--- config.mk ---
export PLATFORM = sky130hd
export DESIGN_NAME = pcg_top
export DESIGN_NICKNAME = d
export VERILOG_FILES = /design/src/inc/pcg_pkg.sv /design/src/logic/pcg_lane.sv /design/src/logic/pcg_top.sv
export SDC_FILE = /design/constraint.sdc
export NUM_CORES = 1
export LEC_CHECK = 0
export BUFFER_PORTS_ARGS = -buffer_cell sky130_fd_sc_hd__buf_4
export CAP_MARGIN = 20
export CORE_MARGIN = 3
export CORE_UTILIZATION = 35
export CTS_CLUSTER_DIAMETER = 150
export DETAILED_ROUTE_END_ITERATION = 6
export GPL_TIMING_DRIVEN = 1
export RECOVER_POWER = 50
export SETUP_SLACK_MARGIN = 0.2
export SLEW_MARGIN = 10
export SYNTH_ARGS = -nofsm -noshare
export SYNTH_HDL_FRONTEND = slang
export SYNTH_SLANG_ARGS = --single-unit
--- constraint.sdc ---
create_clock -name clock -period 2.3 [get_ports clock]
set_input_delay 0.46 -clock clock [delete_from_list [all_inputs] [get_ports clock]]
set_output_delay 0.46 -clock clock [all_outputs]
set_load 0.02 [all_outputs]
--- src/inc/pcg_pkg.sv ---
// constants and carrier types for the peripheral clock gating block
// ----------------------------------------------------------------
// Overview of operation
// - first enable bit 3 clocks sync serial one
// - first enable bit 2 clocks sync serial zero
// - first enable bit 0 clocks the modulator
// - second enable bits 14..12 clock interval timers
// - second enable bits 7..4 clock second timer
// - second enable bits 3..0 clock first timer
// - stop mode shuts clocks unless stop-keep set
// - stop-keep only effective with enable set
// - stop-keep bits 15,14 for comparators B, A
// - stop-keep bits 13,12 for dacs one, zero
// - stop-keep bit 10 for the adc
// - stop-keep bit 6 for two-wire module
// - stop-keep bits 5..2 for serial modules
// - stop-keep bit 0 for the modulator
// - accesses to gated peripheral have no effect
// - kept peripheral interrupt wakes to run mode
// - disabled peripheral held stopped like stop mode
// - enable alone does not beat stop mode
// ----------------------------------------------------------------
package pcg_pkg;

   // ----------------------------------------------------------------
   // lanes and widths
   // ----------------------------------------------------------------
   localparam int unsigned LANES    = 32;
   localparam int unsigned REG_W    = 16;
   localparam int unsigned ADDR_W   = 12;
   localparam int unsigned DATA_W   = 32;

   // ----------------------------------------------------------------
   // register indices; byte address is four times the index
   // ----------------------------------------------------------------
   localparam logic [ADDR_W-1:0] IDX_FIRST_ENABLE  = 12'h00c;
   localparam logic [ADDR_W-1:0] IDX_SECOND_ENABLE = 12'h00d;
   localparam logic [ADDR_W-1:0] IDX_FIRST_KEEP    = 12'h00e;
   localparam logic [ADDR_W-1:0] IDX_CLOCK_STATUS  = 12'h020;
   localparam logic [ADDR_W-1:0] IDX_WAKE_SOURCE   = 12'h021;
   localparam logic [ADDR_W-1:0] IDX_MODE_STATUS   = 12'h022;

   localparam logic [ADDR_W-1:0] ADDR_FIRST_ENABLE  = {IDX_FIRST_ENABLE[ADDR_W-3:0], 2'b00};
   localparam logic [ADDR_W-1:0] ADDR_SECOND_ENABLE = {IDX_SECOND_ENABLE[ADDR_W-3:0], 2'b00};
   localparam logic [ADDR_W-1:0] ADDR_FIRST_KEEP    = {IDX_FIRST_KEEP[ADDR_W-3:0], 2'b00};
   localparam logic [ADDR_W-1:0] ADDR_CLOCK_STATUS  = {IDX_CLOCK_STATUS[ADDR_W-3:0], 2'b00};
   localparam logic [ADDR_W-1:0] ADDR_WAKE_SOURCE   = {IDX_WAKE_SOURCE[ADDR_W-3:0], 2'b00};
   localparam logic [ADDR_W-1:0] ADDR_MODE_STATUS   = {IDX_MODE_STATUS[ADDR_W-3:0], 2'b00};

   // ----------------------------------------------------------------
   // implemented bits and reset values
   // ----------------------------------------------------------------
   localparam logic [REG_W-1:0] MASK_FIRST_ENABLE  = 16'hf47d;
   localparam logic [REG_W-1:0] MASK_SECOND_ENABLE = 16'h70ff;
   localparam logic [REG_W-1:0] MASK_FIRST_KEEP    = 16'hf47d;
   localparam logic [REG_W-1:0] RST_FIRST_ENABLE   = 16'h0000;
   localparam logic [REG_W-1:0] RST_SECOND_ENABLE  = 16'h0000;
   localparam logic [REG_W-1:0] RST_FIRST_KEEP     = 16'h0000;
   localparam logic [REG_W-1:0] NO_TIMER_KEEP      = 16'h0000;

   // ----------------------------------------------------------------
   // field positions
   // ----------------------------------------------------------------
   localparam int unsigned BIT_MODULATOR        = 0;
   localparam int unsigned BIT_SYNC_SERIAL_ZERO = 2;
   localparam int unsigned BIT_SYNC_SERIAL_ONE  = 3;
   localparam int unsigned BIT_ASYNC_ZERO       = 4;
   localparam int unsigned BIT_ASYNC_ONE        = 5;
   localparam int unsigned BIT_TWO_WIRE         = 6;
   localparam int unsigned BIT_ADC              = 10;
   localparam int unsigned BIT_DAC_ZERO         = 12;
   localparam int unsigned BIT_DAC_ONE          = 13;
   localparam int unsigned BIT_COMPARATOR_A     = 14;
   localparam int unsigned BIT_COMPARATOR_B     = 15;
   localparam int unsigned BIT_FIRST_TIMER_LO   = 0;
   localparam int unsigned BIT_SECOND_TIMER_LO  = 4;
   localparam int unsigned BIT_INTERVAL_LO      = 12;
   localparam int unsigned BIT_MODE_STOP        = 0;
   localparam int unsigned BIT_MODE_WAKE        = 1;

   // ----------------------------------------------------------------
   // types
   // ----------------------------------------------------------------
   typedef enum logic {
      MODE_RUN,
      MODE_STOP
   } pcg_mode_t;

   typedef struct packed {
      logic              psel;
      logic              penable;
      logic              pwrite;
      logic [ADDR_W-1:0] paddr;
      logic [DATA_W-1:0] pwdata;
   } pcg_apb_req_t;

   typedef struct packed {
      logic              pready;
      logic [DATA_W-1:0] prdata;
      logic              pslverr;
   } pcg_apb_rsp_t;

endpackage

--- src/logic/pcg_lane.sv ---
// one peripheral clock lane: registered clock enable, access gate, wake
`timescale 1ns/1ps
`default_nettype none
module pcg_lane
   import pcg_pkg::*;
(
   input  wire logic clock,
   input  wire logic reset_n,
   input  wire logic enable,
   input  wire logic keep,
   input  wire logic stop_mode,
   input  wire logic access_req,
   input  wire logic irq,
   output logic      clk_en,
   output logic      access_ok,
   output logic      wake
);

   // ----------------------------------------------------------------
   // state
   // ----------------------------------------------------------------
   typedef struct packed {
      logic run;
      logic acc;
      logic wk;
   } pcg_lane_st_t;

   pcg_lane_st_t st_r;
   pcg_lane_st_t st_nxt;

   // ----------------------------------------------------------------
   // next state
   // ----------------------------------------------------------------
   always_comb begin
      st_nxt     = st_r;
      // disabled lane is held stopped, exactly as in stop mode
      st_nxt.run = enable & (~stop_mode | keep);
      // access only reaches a peripheral that is clocked now
      st_nxt.acc = access_req & st_r.run;
      // only a lane still clocked in stop can raise the wake
      st_nxt.wk  = irq & st_r.run & stop_mode;
   end

   // enable changes only at an edge, so the downstream gate cell never slices a pulse
   always_ff @(posedge clock) begin
      if (!reset_n) begin
         st_r <= '0;
      end else begin
         st_r <= st_nxt;
      end
   end

   assign clk_en    = st_r.run;
   assign access_ok = st_r.acc;
   assign wake      = st_r.wk;

endmodule
`default_nettype wire

--- src/logic/pcg_top.sv ---
// register file, stop mode control and lane array for peripheral clock gating
`timescale 1ns/1ps
`default_nettype none
module pcg_top
   import pcg_pkg::*;
(
   input  wire logic          clock,
   input  wire logic          reset_n,
   input  wire pcg_apb_req_t  apb_req,
   output pcg_apb_rsp_t       apb_rsp,
   input  wire logic          stop_req,
   input  wire logic [LANES-1:0] periph_access,
   input  wire logic [LANES-1:0] periph_irq,
   output logic [LANES-1:0]   periph_clk_en,
   output logic [LANES-1:0]   periph_access_ok,
   output logic               stop_mode,
   output logic               wake_pulse
);

   // ----------------------------------------------------------------
   // state
   // ----------------------------------------------------------------
   typedef struct packed {
      logic [REG_W-1:0] first_enable;
      logic [REG_W-1:0] second_enable;
      logic [REG_W-1:0] first_keep;
      logic [LANES-1:0] wake_src;
      pcg_mode_t        mode;
      logic             woke;
      logic             wake_p;
      pcg_apb_rsp_t     rsp;
   } pcg_top_st_t;

   pcg_top_st_t st_r;
   pcg_top_st_t st_nxt;

   // ----------------------------------------------------------------
   // lane vectors
   // ----------------------------------------------------------------
   logic [LANES-1:0] lane_enable;
   logic [LANES-1:0] lane_keep;
   logic [LANES-1:0] lane_clk;
   logic [LANES-1:0] lane_acc;
   logic [LANES-1:0] lane_wake;
   logic             any_wake;

   // low half: first enable bits, high half: second enable bits
   assign lane_enable = {st_r.second_enable, st_r.first_enable};
   // timer lanes have no stop-keep here, so they always stop in stop mode
   assign lane_keep   = {NO_TIMER_KEEP, st_r.first_keep};
   assign any_wake    = |lane_wake;

   // ----------------------------------------------------------------
   // lane array
   // ----------------------------------------------------------------
   genvar gi;
   generate
      for (gi = 0; gi < LANES; gi++) begin : g_lane
         pcg_lane u_lane (
            .clock      (clock),
            .reset_n    (reset_n),
            .enable     (lane_enable[gi]),
            .keep       (lane_keep[gi]),
            .stop_mode  (st_r.mode == MODE_STOP),
            .access_req (periph_access[gi]),
            .irq        (periph_irq[gi]),
            .clk_en     (lane_clk[gi]),
            .access_ok  (lane_acc[gi]),
            .wake       (lane_wake[gi])
         );
      end
   endgenerate

   // ----------------------------------------------------------------
   // apb decode
   // ----------------------------------------------------------------
   logic             acc_phase;
   logic             wr_commit;
   logic             hit;
   logic [DATA_W-1:0] rd_word;

   assign acc_phase = apb_req.psel & apb_req.penable;
   // a write lands only on the edge where the master sees pready
   assign wr_commit = acc_phase & st_r.rsp.pready & apb_req.pwrite;

   always_comb begin
      hit     = 1'b1;
      rd_word = '0;
      unique case (apb_req.paddr)
         ADDR_FIRST_ENABLE: begin
            rd_word = {16'h0000, st_r.first_enable};
         end
         ADDR_SECOND_ENABLE: begin
            rd_word = {16'h0000, st_r.second_enable};
         end
         ADDR_FIRST_KEEP: begin
            rd_word = {16'h0000, st_r.first_keep};
         end
         ADDR_CLOCK_STATUS: begin
            rd_word = lane_clk;
         end
         ADDR_WAKE_SOURCE: begin
            rd_word = st_r.wake_src;
         end
         ADDR_MODE_STATUS: begin
            rd_word[BIT_MODE_STOP] = (st_r.mode == MODE_STOP);
            rd_word[BIT_MODE_WAKE] = st_r.woke;
         end
         default: begin
            hit = 1'b0;
         end
      endcase
   end

   // ----------------------------------------------------------------
   // next state
   // ----------------------------------------------------------------
   always_comb begin
      st_nxt        = st_r;
      st_nxt.wake_p = 1'b0;

      // one wait state: answer registered the cycle after access starts
      if (acc_phase && !st_r.rsp.pready) begin
         st_nxt.rsp.pready  = 1'b1;
         st_nxt.rsp.prdata  = apb_req.pwrite ? '0 : rd_word;
         st_nxt.rsp.pslverr = ~hit;
      end else begin
         st_nxt.rsp.pready  = 1'b0;
         st_nxt.rsp.prdata  = '0;
         st_nxt.rsp.pslverr = 1'b0;
      end

      // reserved bits never store, so they read back zero
      if (wr_commit && hit) begin
         unique case (apb_req.paddr)
            ADDR_FIRST_ENABLE: begin
               st_nxt.first_enable = apb_req.pwdata[REG_W-1:0] & MASK_FIRST_ENABLE;
            end
            ADDR_SECOND_ENABLE: begin
               st_nxt.second_enable = apb_req.pwdata[REG_W-1:0] & MASK_SECOND_ENABLE;
            end
            ADDR_FIRST_KEEP: begin
               st_nxt.first_keep = apb_req.pwdata[REG_W-1:0] & MASK_FIRST_KEEP;
            end
            ADDR_MODE_STATUS: begin
               // write one clears the wake flag; a new wake wins below
               if (apb_req.pwdata[BIT_MODE_WAKE]) begin
                  st_nxt.woke     = 1'b0;
                  st_nxt.wake_src = '0;
               end
            end
            default: begin
               st_nxt.woke = st_r.woke;
            end
         endcase
      end

      // stop mode control
      unique case (st_r.mode)
         MODE_RUN: begin
            // no stop entry while a wake is still on its way
            if (stop_req && !any_wake) begin
               st_nxt.mode = MODE_STOP;
            end
         end
         MODE_STOP: begin
            if (any_wake) begin
               st_nxt.mode     = MODE_RUN;
               st_nxt.wake_p   = 1'b1;
               st_nxt.woke     = 1'b1;
               // builds on the cleared value, so a clear in the same cycle keeps only new sources
               st_nxt.wake_src = st_nxt.wake_src | lane_wake;
            end
         end
      endcase
   end

   // ----------------------------------------------------------------
   // registers
   // ----------------------------------------------------------------
   always_ff @(posedge clock) begin
      if (!reset_n) begin
         st_r.first_enable  <= RST_FIRST_ENABLE;
         st_r.second_enable <= RST_SECOND_ENABLE;
         st_r.first_keep    <= RST_FIRST_KEEP;
         st_r.wake_src      <= '0;
         st_r.mode          <= MODE_RUN;
         st_r.woke          <= 1'b0;
         st_r.wake_p        <= 1'b0;
         st_r.rsp           <= '0;
      end else begin
         st_r <= st_nxt;
      end
   end

   // ----------------------------------------------------------------
   // outputs
   // ----------------------------------------------------------------
   assign apb_rsp          = st_r.rsp;
   assign periph_clk_en    = lane_clk;
   assign periph_access_ok = lane_acc;
   assign stop_mode        = (st_r.mode == MODE_STOP);
   assign wake_pulse       = st_r.wake_p;

endmodule
`default_nettype wire

# Word-level counts from Yosys, hierarchy flattened
# Cells that the tools add are included.
op_classes:
  n_addsub: 0
  n_mul: 0
  n_div: 0
  order_cmp: 0
  n_eq_ne: 6
  n_shift: 0
  n_mux: 16
  n_bitwise: 107
  reduce_logical: 13
ops:
  columns: ["cell", "count"]
  rows:
  - ["$mux W32", 5]
  - ["$pmux W30 S5", 1]
  - ["$and A1 B1 Y1", 91]
  - ["$eq A12 B6 Y1 const B", 3]
  - ["$eq A12 B8 Y1 const B", 3]
  - ["$mux W35", 1]
  - ["$mux W34", 1]
  - ["$or A32 B31 Y32", 1]
  - ["$reduce_or A22 Y1", 1]
  - ["$pmux W2 S6", 1]
  - ["$or A1 B1 Y1", 11]
  - ["$reduce_and A2 Y1", 5]
  - ["$reduce_or A6 Y1", 1]
  - ["$mux W1", 5]
  - ["$not A1 Y1", 4]
  - ["$logic_and A1 B1 Y1", 3]
  - ["$reduce_or A3 Y1", 1]
  - ["$logic_not A1 Y1", 2]
  - ["$mux W2", 1]
  - ["$pmux W1 S2", 1]
word_totals:
  reg_bits: 168
  latchBits: 0
  ram_bits: 0
  rom_bits: 0
  inputBits: 114
  n_memories: 0

# Longest topological paths before layout
# Gate-level depths: netlist (run 1).
logic_depth:
  ltp_word: 8
  ltp_mapped: 6
  mapped_depth_nobuf: 4

# Hierarchy
# Synthesis (run 1) repeated with hierarchy kept, for this count alone.
unflattened:
  hier_cells: 675
  area_unflattened_um2: 7161.9
modules_own_cells:
  columns: ["module", "n_inst", "cells_each", "area_per_inst_um2", "seq_area_each_um2"]
  rows:
  - ["pcg_top", 1, 419, 4319.1, 2042.0]
  - ["pcg_lane", 32, 8, 88.8, 60.1]

# Worst setup path before layout (run 1)
# OpenSTA, ideal clock, no wires.
synth_timing:
  path_kind: "input to register"
  startpoint: "input port apb_req[41] (netlist name)"
  endpoint: "register st_r, in the netlist apb_rsp[11]"
  t_arrival_ns: 1.883
  t_required_ns: 2.232
  path_slack_ns: 0.349
  cell_stages: 6
  cell_sequence: "or4_4 -> buf_6 -> nor4_4 -> buf_6 -> nand2_1 -> a21oi_2"
synth_via:
  elab_chain_len: 2
synth_lines:
  columns: ["item", "line", "source"]
  rows:
  - ["start: declaration", "pcg_top.sv:9", "input wire pcg_apb_req_t apb_req,"]
  - ["$eq A12 B8 Y1 or $eq A12 B6 Y1 (tied branches)", "pcg_top.sv:89", "unique case (apb_req.paddr)"]
  - ["$pmux W30 S5 *", "pcg_top.sv:89", null]
  - ["end signal: assignment", "pcg_top.sv:192", "st_r <= st_nxt;"]
  - ["end: declaration", "pcg_top.sv:34", "pcg_top_st_t st_r;"]
# Every way passes the cells marked *; elsewhere a longest branch is shown, timed or not.
# A chain may end at the register's enable or synchronous reset.

# Worst setup path after layout (run 1)
layout_timing:
  startpoint: "register st_r, in the netlist stop_mode"
  endpoint: "register g_lane[2].u_lane.st_r, in the netlist g_lane[2].u_lane.wake"
layout_via:
  elab_chain_len: 1
layout_lines:
  columns: ["item", "line", "source"]
  rows:
  - ["$and A1 B1 Y1", "pcg_lane.sv:41", "st_nxt.wk = irq & st_r.run & stop_mode;"]
  - ["end signal: assignment", "pcg_lane.sv:49", "st_r <= st_nxt;"]
  - ["end: declaration", "pcg_lane.sv:28", "pcg_lane_st_t st_r;"]
# Every way passes these cells.

==> metrics, run 1 <==
Initial Utilization=36.34%; Worst setup SP type=flop; Max clock buf depth=2; non-filler cells in the finished layout=893; register area share after synthesis=51.28%; Slowest-stage cell, CP=clkbuf_1; Placer Congestion=0.8569; maximum capacitance violations=0; PwrDens=837.3 nW/um^2; clock-pin slew on the worst setup and hold paths=0.06 ns; status=finished, final reports clean; worst-path maximum fanout=28; Met3 Wirelength=between 1 and 1.5 mm; Avg WL per Cell=between 15 and 20 um; Max Freq=around 520 MHz; hold crit path type=in2reg; Worst R2R Start=stop_mode$_SDFF_PN0_; number of global-route vias before repair=4307; die area=between 15000 and 20000 um^2; Synth Instances=581; final hold violation count=0; CTS buffer count=17; CP Cell Sequence=and2_0, clkbuf_1, and3_1; Die Wd=135.3 um; CTS Root Cell=clkbuf_16; P&R area growth vs syn=21.47%; final worst path period need=around 1.9 ns; commonest non-fill, non-tap cells in the layout=150 x dfxtp_1, 116 x buf_4, 56 x nand2_1; predominant post-synthesis flop cell=dfxtp_1; DRT iter0 DRCs=377; DRT Pass-1 Iters=5; asr flop ratio synth=0%; dpl cell area=6621 um^2; Hold Startpoint=apb_req[44]; post-cts resize count=0; Ports=214; Leakage=0.003236 uW; Worst-Margin Slew=1.077 ns; Die H=around 140 um; Post-Layout Inst Area=7113 um^2; Worst Setup SP=stop_mode$_SDFF_PN0_; leading cell type in the layout, fill and taps excluded=dfxtp_1; DR vias/cell=about 4.8; DR WL met2=about 7.3 mm; Setup-failing EPs final=0; wirelength, routed=15.26 mm; Synth cell types=43; initial antenna violation count=0; CORE AREA=16120 um^2; DRC errors left=0; synthesized cell area=just under 6000 um^2; path depth of the worst reg2reg path=3; final hold slack=0.2298 ns; layout cells sized above 1=about a quarter; post-DP HPWL=about 11 mm; Post-CTS Setup Repair Bufs=0; CTS tree=done; Slew Limit Fails=0; CTS sink count=150; Inst Count DP=861; final net count=778; Fill cells=about 1600; Worst-Skew Late Latency=approximately 0.42 ns; Slew headroom=28.18%; Fin Setup TNS=0 ns; Post-Route Skew=0.008395 ns; port bufs=146; Detail Route Antenna Nets=0; Synth Area per Inst=10.08 um^2; gr ovfl total=0; IR drop worst, VDD=0.5183 mV; Post-synth EDFFs=0; Worst EP required=2.65 ns; crit path DAT=~2.3 ns; crit path to=g_lane[2].u_lane.wake$_SDFF_PN0_; Setup crit end kind=flop; fin crit share=a little over four fifths; DR vias=4253; Power Total=5956 uW; max incr delay on CP=just over 0.8 ns; Max H-tree Level=4; global-route wire length before repair=approximately 23 mm; # hold bufs at CTS=0; highest routed layer=met4; Seq cells post-synth=150; met1 WL=6.576 mm; pin count of the biggest net entering global routing=52; # diodes=0; Rows=46; Ys Warns=0; Crit Path Class=reg2reg; Crit Reg-Reg Endpoint=g_lane[2].u_lane.wake$_SDFF_PN0_; Worst R2R Setup Slack=0.36 ns; total track usage=roughly 17%; RSZ-0062 raised after global routing=no
-- critical path: cells and delay by family, from the launching register on --
family	cells	cell delay (ns)
buffers and inverters	1	0.81
and+or+nand+nor	2	0.51
DFF	1	0.54
-- power by group --
| part | internal, uW | switching, uW |
|---|---|---|
| Clock | 2020 | 1070 |
| Combinational | 105 | 151 |
| Sequential | 2600 | 4.38 |
| Total | 4730 | 1230 |
-- layout make-up --
type / instances / area (um^2) / share of cell area, %
clock inverter: 10 / 191.4 / 2.691
multi-input combinational: 315 / 2028 / 28.51
inverter: 16 / 60.06 / 0.8443
sequential: 150 / 3003 / 42.22
timing repair buffer: 164 / 1086 / 15.27
tap: 216 / 270.3 / 3.799
clock buffer: 22 / 474.2 / 6.667
-- routing by layer --
metal  GRT usage, %  vias up
met1          20.51     2011
met4          6.607        0
met5              0        -
met3          4.978       25
met2          27.13      169
li1               -     2048
-- stage by stage --
step / worst slack (ns) / utilization [%]
final: 0.3612 / 44.14
after global placement: 0.1719 / 41.09
after global routing: 0.2703 / 44.14
after floorplan: 0.3494 / -
after detailed placement: 0.1417 / 41.09
after CTS: 0.5908 / 45.22
-- sequential cells by signal, indices dropped and copies added (netlist names) --
| name | flops |
|---|---|
| apb_rsp | 26 |
| st_r | 23 |
| g_lane.u_lane.access_ok | 22 |
| g_lane.u_lane.clk_en | 22 |
| g_lane.u_lane.wake | 22 |
| lane_enable | 22 |
| lane_keep | 11 |
| stop_mode | 1 |
| wake_pulse | 1 |
-- how the worst min path moves through the flow --
stage	end	slack, ns	depth (start not counted)
global placement	g_lane[3].u_lane.clk_en$_SDFF_PN0_	0.44	2
floorplan	apb_rsp[14]$_SDFF_PP0_	0.43	2
global route	apb_rsp[2]$_SDFF_PP0_	0.21	2
detailed placement	apb_rsp[4]$_SDFF_PP0_	0.45	2
CTS	apb_rsp[2]$_SDFF_PP0_	0.21	2
finish	apb_rsp[2]$_SDFF_PP0_	0.23	2
-- cell families (layout without fill, tap and decap cells) --
kind of cell	Yosys count	count (layout)	synth area share, %
mux	41	41	7.180
simple gates	167	167	15.24
compound gates	79	79	10.38
flops	150	150	51.28
other cells	1	28	0.06404
buf+inv	143	212	15.85
-- cells in the mapped netlist (3+ instances only) --
library cell | instances | share of area [%]
and2_1 | 11 | 1.2
a21oi_1 | 17 | 1.5
buf_4 | 98 | 13
a22o_1 | 26 | 3.9
mux2i_1 | 33 | 5.6
a222oi_1 | 8 | 1.4
nor3_1 | 4 | 0.34
clkbuf_1 | 17 | 1.1
nor4_1 | 6 | 0.64
inv_1 | 16 | 1.0
nor2_1 | 27 | 1.7
mux2_2 | 8 | 1.5
buf_1 | 3 | 0.19
dfxtp_1 | 150 | 51
a22oi_1 | 16 | 2.1
and3_1 | 44 | 4.7
nand2_1 | 56 | 3.6
buf_2 | 7 | 0.60
Power figures use the tool's default switching activity.
==> inputs of run 2 (changes only) <==
==> constraint.sdc (replaced) <==
create_clock -name clock -period 1.75 [get_ports clock]
set_input_delay 0.35 -clock clock [delete_from_list [all_inputs] [get_ports clock]]
set_output_delay 0.35 -clock clock [all_outputs]
set_load 0.02 [all_outputs]
==> metrics, run 2 (synthesis results as in run 1) <==
status=finished, final reports clean; DRT Pass-1 Iters=4 (-1); Max clock buf depth=2 (unchanged); dpl cell area=6819 um^2 (+3.0%); leading cell type in the layout, fill and taps excluded=dfxtp_1; Setup WS pre-CTS=-0.2770 ns (-0.4187 ns); # hold bufs at CTS=0 (unchanged); Crit Reg-Reg Endpoint=g_lane[16].u_lane.wake$_SDFF_PN0_; Worst-Skew Late Latency=0.42 ns (about the same); fin crit share=~90%; Setup-failing EPs final=0 (unchanged); Crit Path Class=in2reg; Power Total=7657 uW (+29%); PwrDens=1038 nW/um^2 (+24%); # diodes=0 (unchanged); Worst EP required=2.05 ns (-0.60 ns); Detail Route Antenna Nets=0 (unchanged); met1 WL=6.723 mm (+2.2%); DR vias/cell=4.815 (+1.1%); hold crit path type=in2reg; Slowest-stage cell, CP=or4_4; Initial Utilization=36.34% (unchanged); IR drop worst, VDD=0.6307 mV (+22%); layout cells sized above 1=28.67% (+4.2 points); max incr delay on CP=0.60 ns (-0.21 ns); crit path DAT=1.88 ns (-0.41 ns); DRC errors left=0 (unchanged); port bufs=146 (unchanged); Slew Limit Fails=0 (unchanged); DRT iter0 DRCs=311 (-18%); path depth of the worst reg2reg path=3 (unchanged); global-route wire length before repair=24.03 mm (+3.3%); final net count=804 (+3.3%); Worst-Margin Slew=1.106 ns (+0.02833 ns); Worst Setup SP=apb_req[42]; utilization after layout=45.77% (+1.6 points); Die Wd=135.3 um (unchanged); Met3 Wirelength=1.029 mm (-7.5%); die area=18320 um^2 (unchanged); Worst setup SP type=primary input; number of global-route vias before repair=4493 (+4.3%); Fill cells=1556 (-1.1%); Max H-tree Level=4 (unchanged); Post-Route Skew=0.007611 ns (-0.0007840 ns); highest routed layer=met4; hold depth=2 (unchanged); crit path to=st_r[58]$_SDFF_PN0_; Slew headroom=26.29% (-1.9 points); initial antenna violation count=0 (unchanged); pin count of the biggest net entering global routing=30 (-42%); maximum capacitance violations=0 (unchanged); CTS buffer count=17 (unchanged); total track usage=17.05% (+0.47 points); Setup crit end kind=flop; final hold violation count=0 (unchanged); wirelength, routed=15.78 mm (+3.4%); DR vias=4415 (+3.8%); RSZ-0062 raised after global routing=yes; worst-path maximum fanout=23 (-18%); post-DP HPWL=11.72 mm (+3.4%); CTS sink count=150 (unchanged); Max Freq=~630 MHz; Die H=135.3 um (unchanged); clock-pin slew on the worst setup and hold paths=0.05 ns (about the same); CP Cell Sequence=buf_4, or4_4, nor3_4, buf_6, a31oi_4, buf_12, a22o_1; P&R area growth vs syn=25.96%; final worst slack=0.1716 ns (-0.1896 ns); Leakage=0.003394 uW (+4.9%); CORE AREA=16120 um^2 (unchanged); max reg flops=26 (unchanged); final hold slack=0.1121 ns (-0.1177 ns); Rows=46 (unchanged); gr ovfl total=0 (unchanged); Ports=214 (unchanged); Worst R2R Setup Slack=0.29 ns (-0.07 ns); Avg WL per Cell=17.20 um (+0.68%); CTS Root Cell=clkbuf_16; DR WL met2=7.793 mm (+7.4%); Post-Layout Inst Area=7376 um^2 (+3.7%); Worst R2R Start=stop_mode$_SDFF_PN0_; commonest non-fill, non-tap cells in the layout=150 x dfxtp_1, 135 x buf_4, 53 x nand2_1; final worst path period need=1.578 ns; Placer Congestion=0.8483 (-1.0%); CTS tree=done
run 2: cell types whose count changed in the layout (fill, tap and decap cells not counted), sizes merged:
| cell | before | now |
|---|---|---|
| bufinv | 5 | 4 |
| clkbuf | 68 | 70 |
| inv | 18 | 16 |
| buf | 118 | 143 |
run 2: worst max-delay path: cells and delay by family:
kind / cells / cell delay, ns
AOI/OAI and AO/OA: 2 / 0.27
buffers and inverters: 3 / 0.44
and+or+nand+nor: 2 / 0.81
run 2: cell type report:
class                           instances  area [um^2]  area share [%]
Timing Repair Buffer                  190         1310           17.76
Sequential cell                       150         3003           40.71
Tap cell                              216        270.3           3.664
Inverter                               16        60.06          0.8142
Clock buffer                           23        488.0           6.616
Clock inverter                          7        143.9           1.951
Multi-Input combinational cell        315         2101           28.48
run 2: worst min-delay path by stage:
stage | start | endpoint | slack [ns]
6_report | apb_req[44] | apb_rsp[2]$_SDFF_PP0_ | 0.11
3_5_place_dp | lane_keep[12]$_SDFFE_PN0P_ | g_lane[12].u_lane.clk_en$_SDFF_PN0_ | 0.44
5_1_grt | apb_req[44] | apb_rsp[2]$_SDFF_PP0_ | 0.09
3_3_place_gp | lane_keep[2]$_SDFFE_PN0P_ | g_lane[2].u_lane.clk_en$_SDFF_PN0_ | 0.44
2_1_floorplan | apb_req[44] | apb_rsp[2]$_SDFF_PP0_ | 0.43
4_1_cts | apb_req[44] | apb_rsp[2]$_SDFF_PP0_ | 0.11
run 2: repair_timing:
item | in CTS | in global routing
setup endpoints to repair | 22 | 75
pin swaps | 0 | 9
buffers inserted | 0 | 1
cloned | 0 | 1
gates resized for setup | 1 | 19
run 2: where the power goes:
part / switching, uW / internal [uW]
clock: 1340 / 2520
sequential: 5.58 / 3420
combinational: 210 / 163
total: 1550 / 6110
run 2: layer usage:
metal  vias up  global-route usage [%]
met3        18                   5.312
met4         0                   6.383
met2       169                   28.21
met1      2126                   20.87
li1       2102                       -
met5         -                       0
run 2: through the flow:
step           setup TNS, ns  std cells
2_1_floorplan         -2.575        608
3_3_place_gp          -14.69        885
3_5_place_dp          -16.32        885
4_1_cts                    0        915
5_1_grt                    0        917
6_report                   0        917
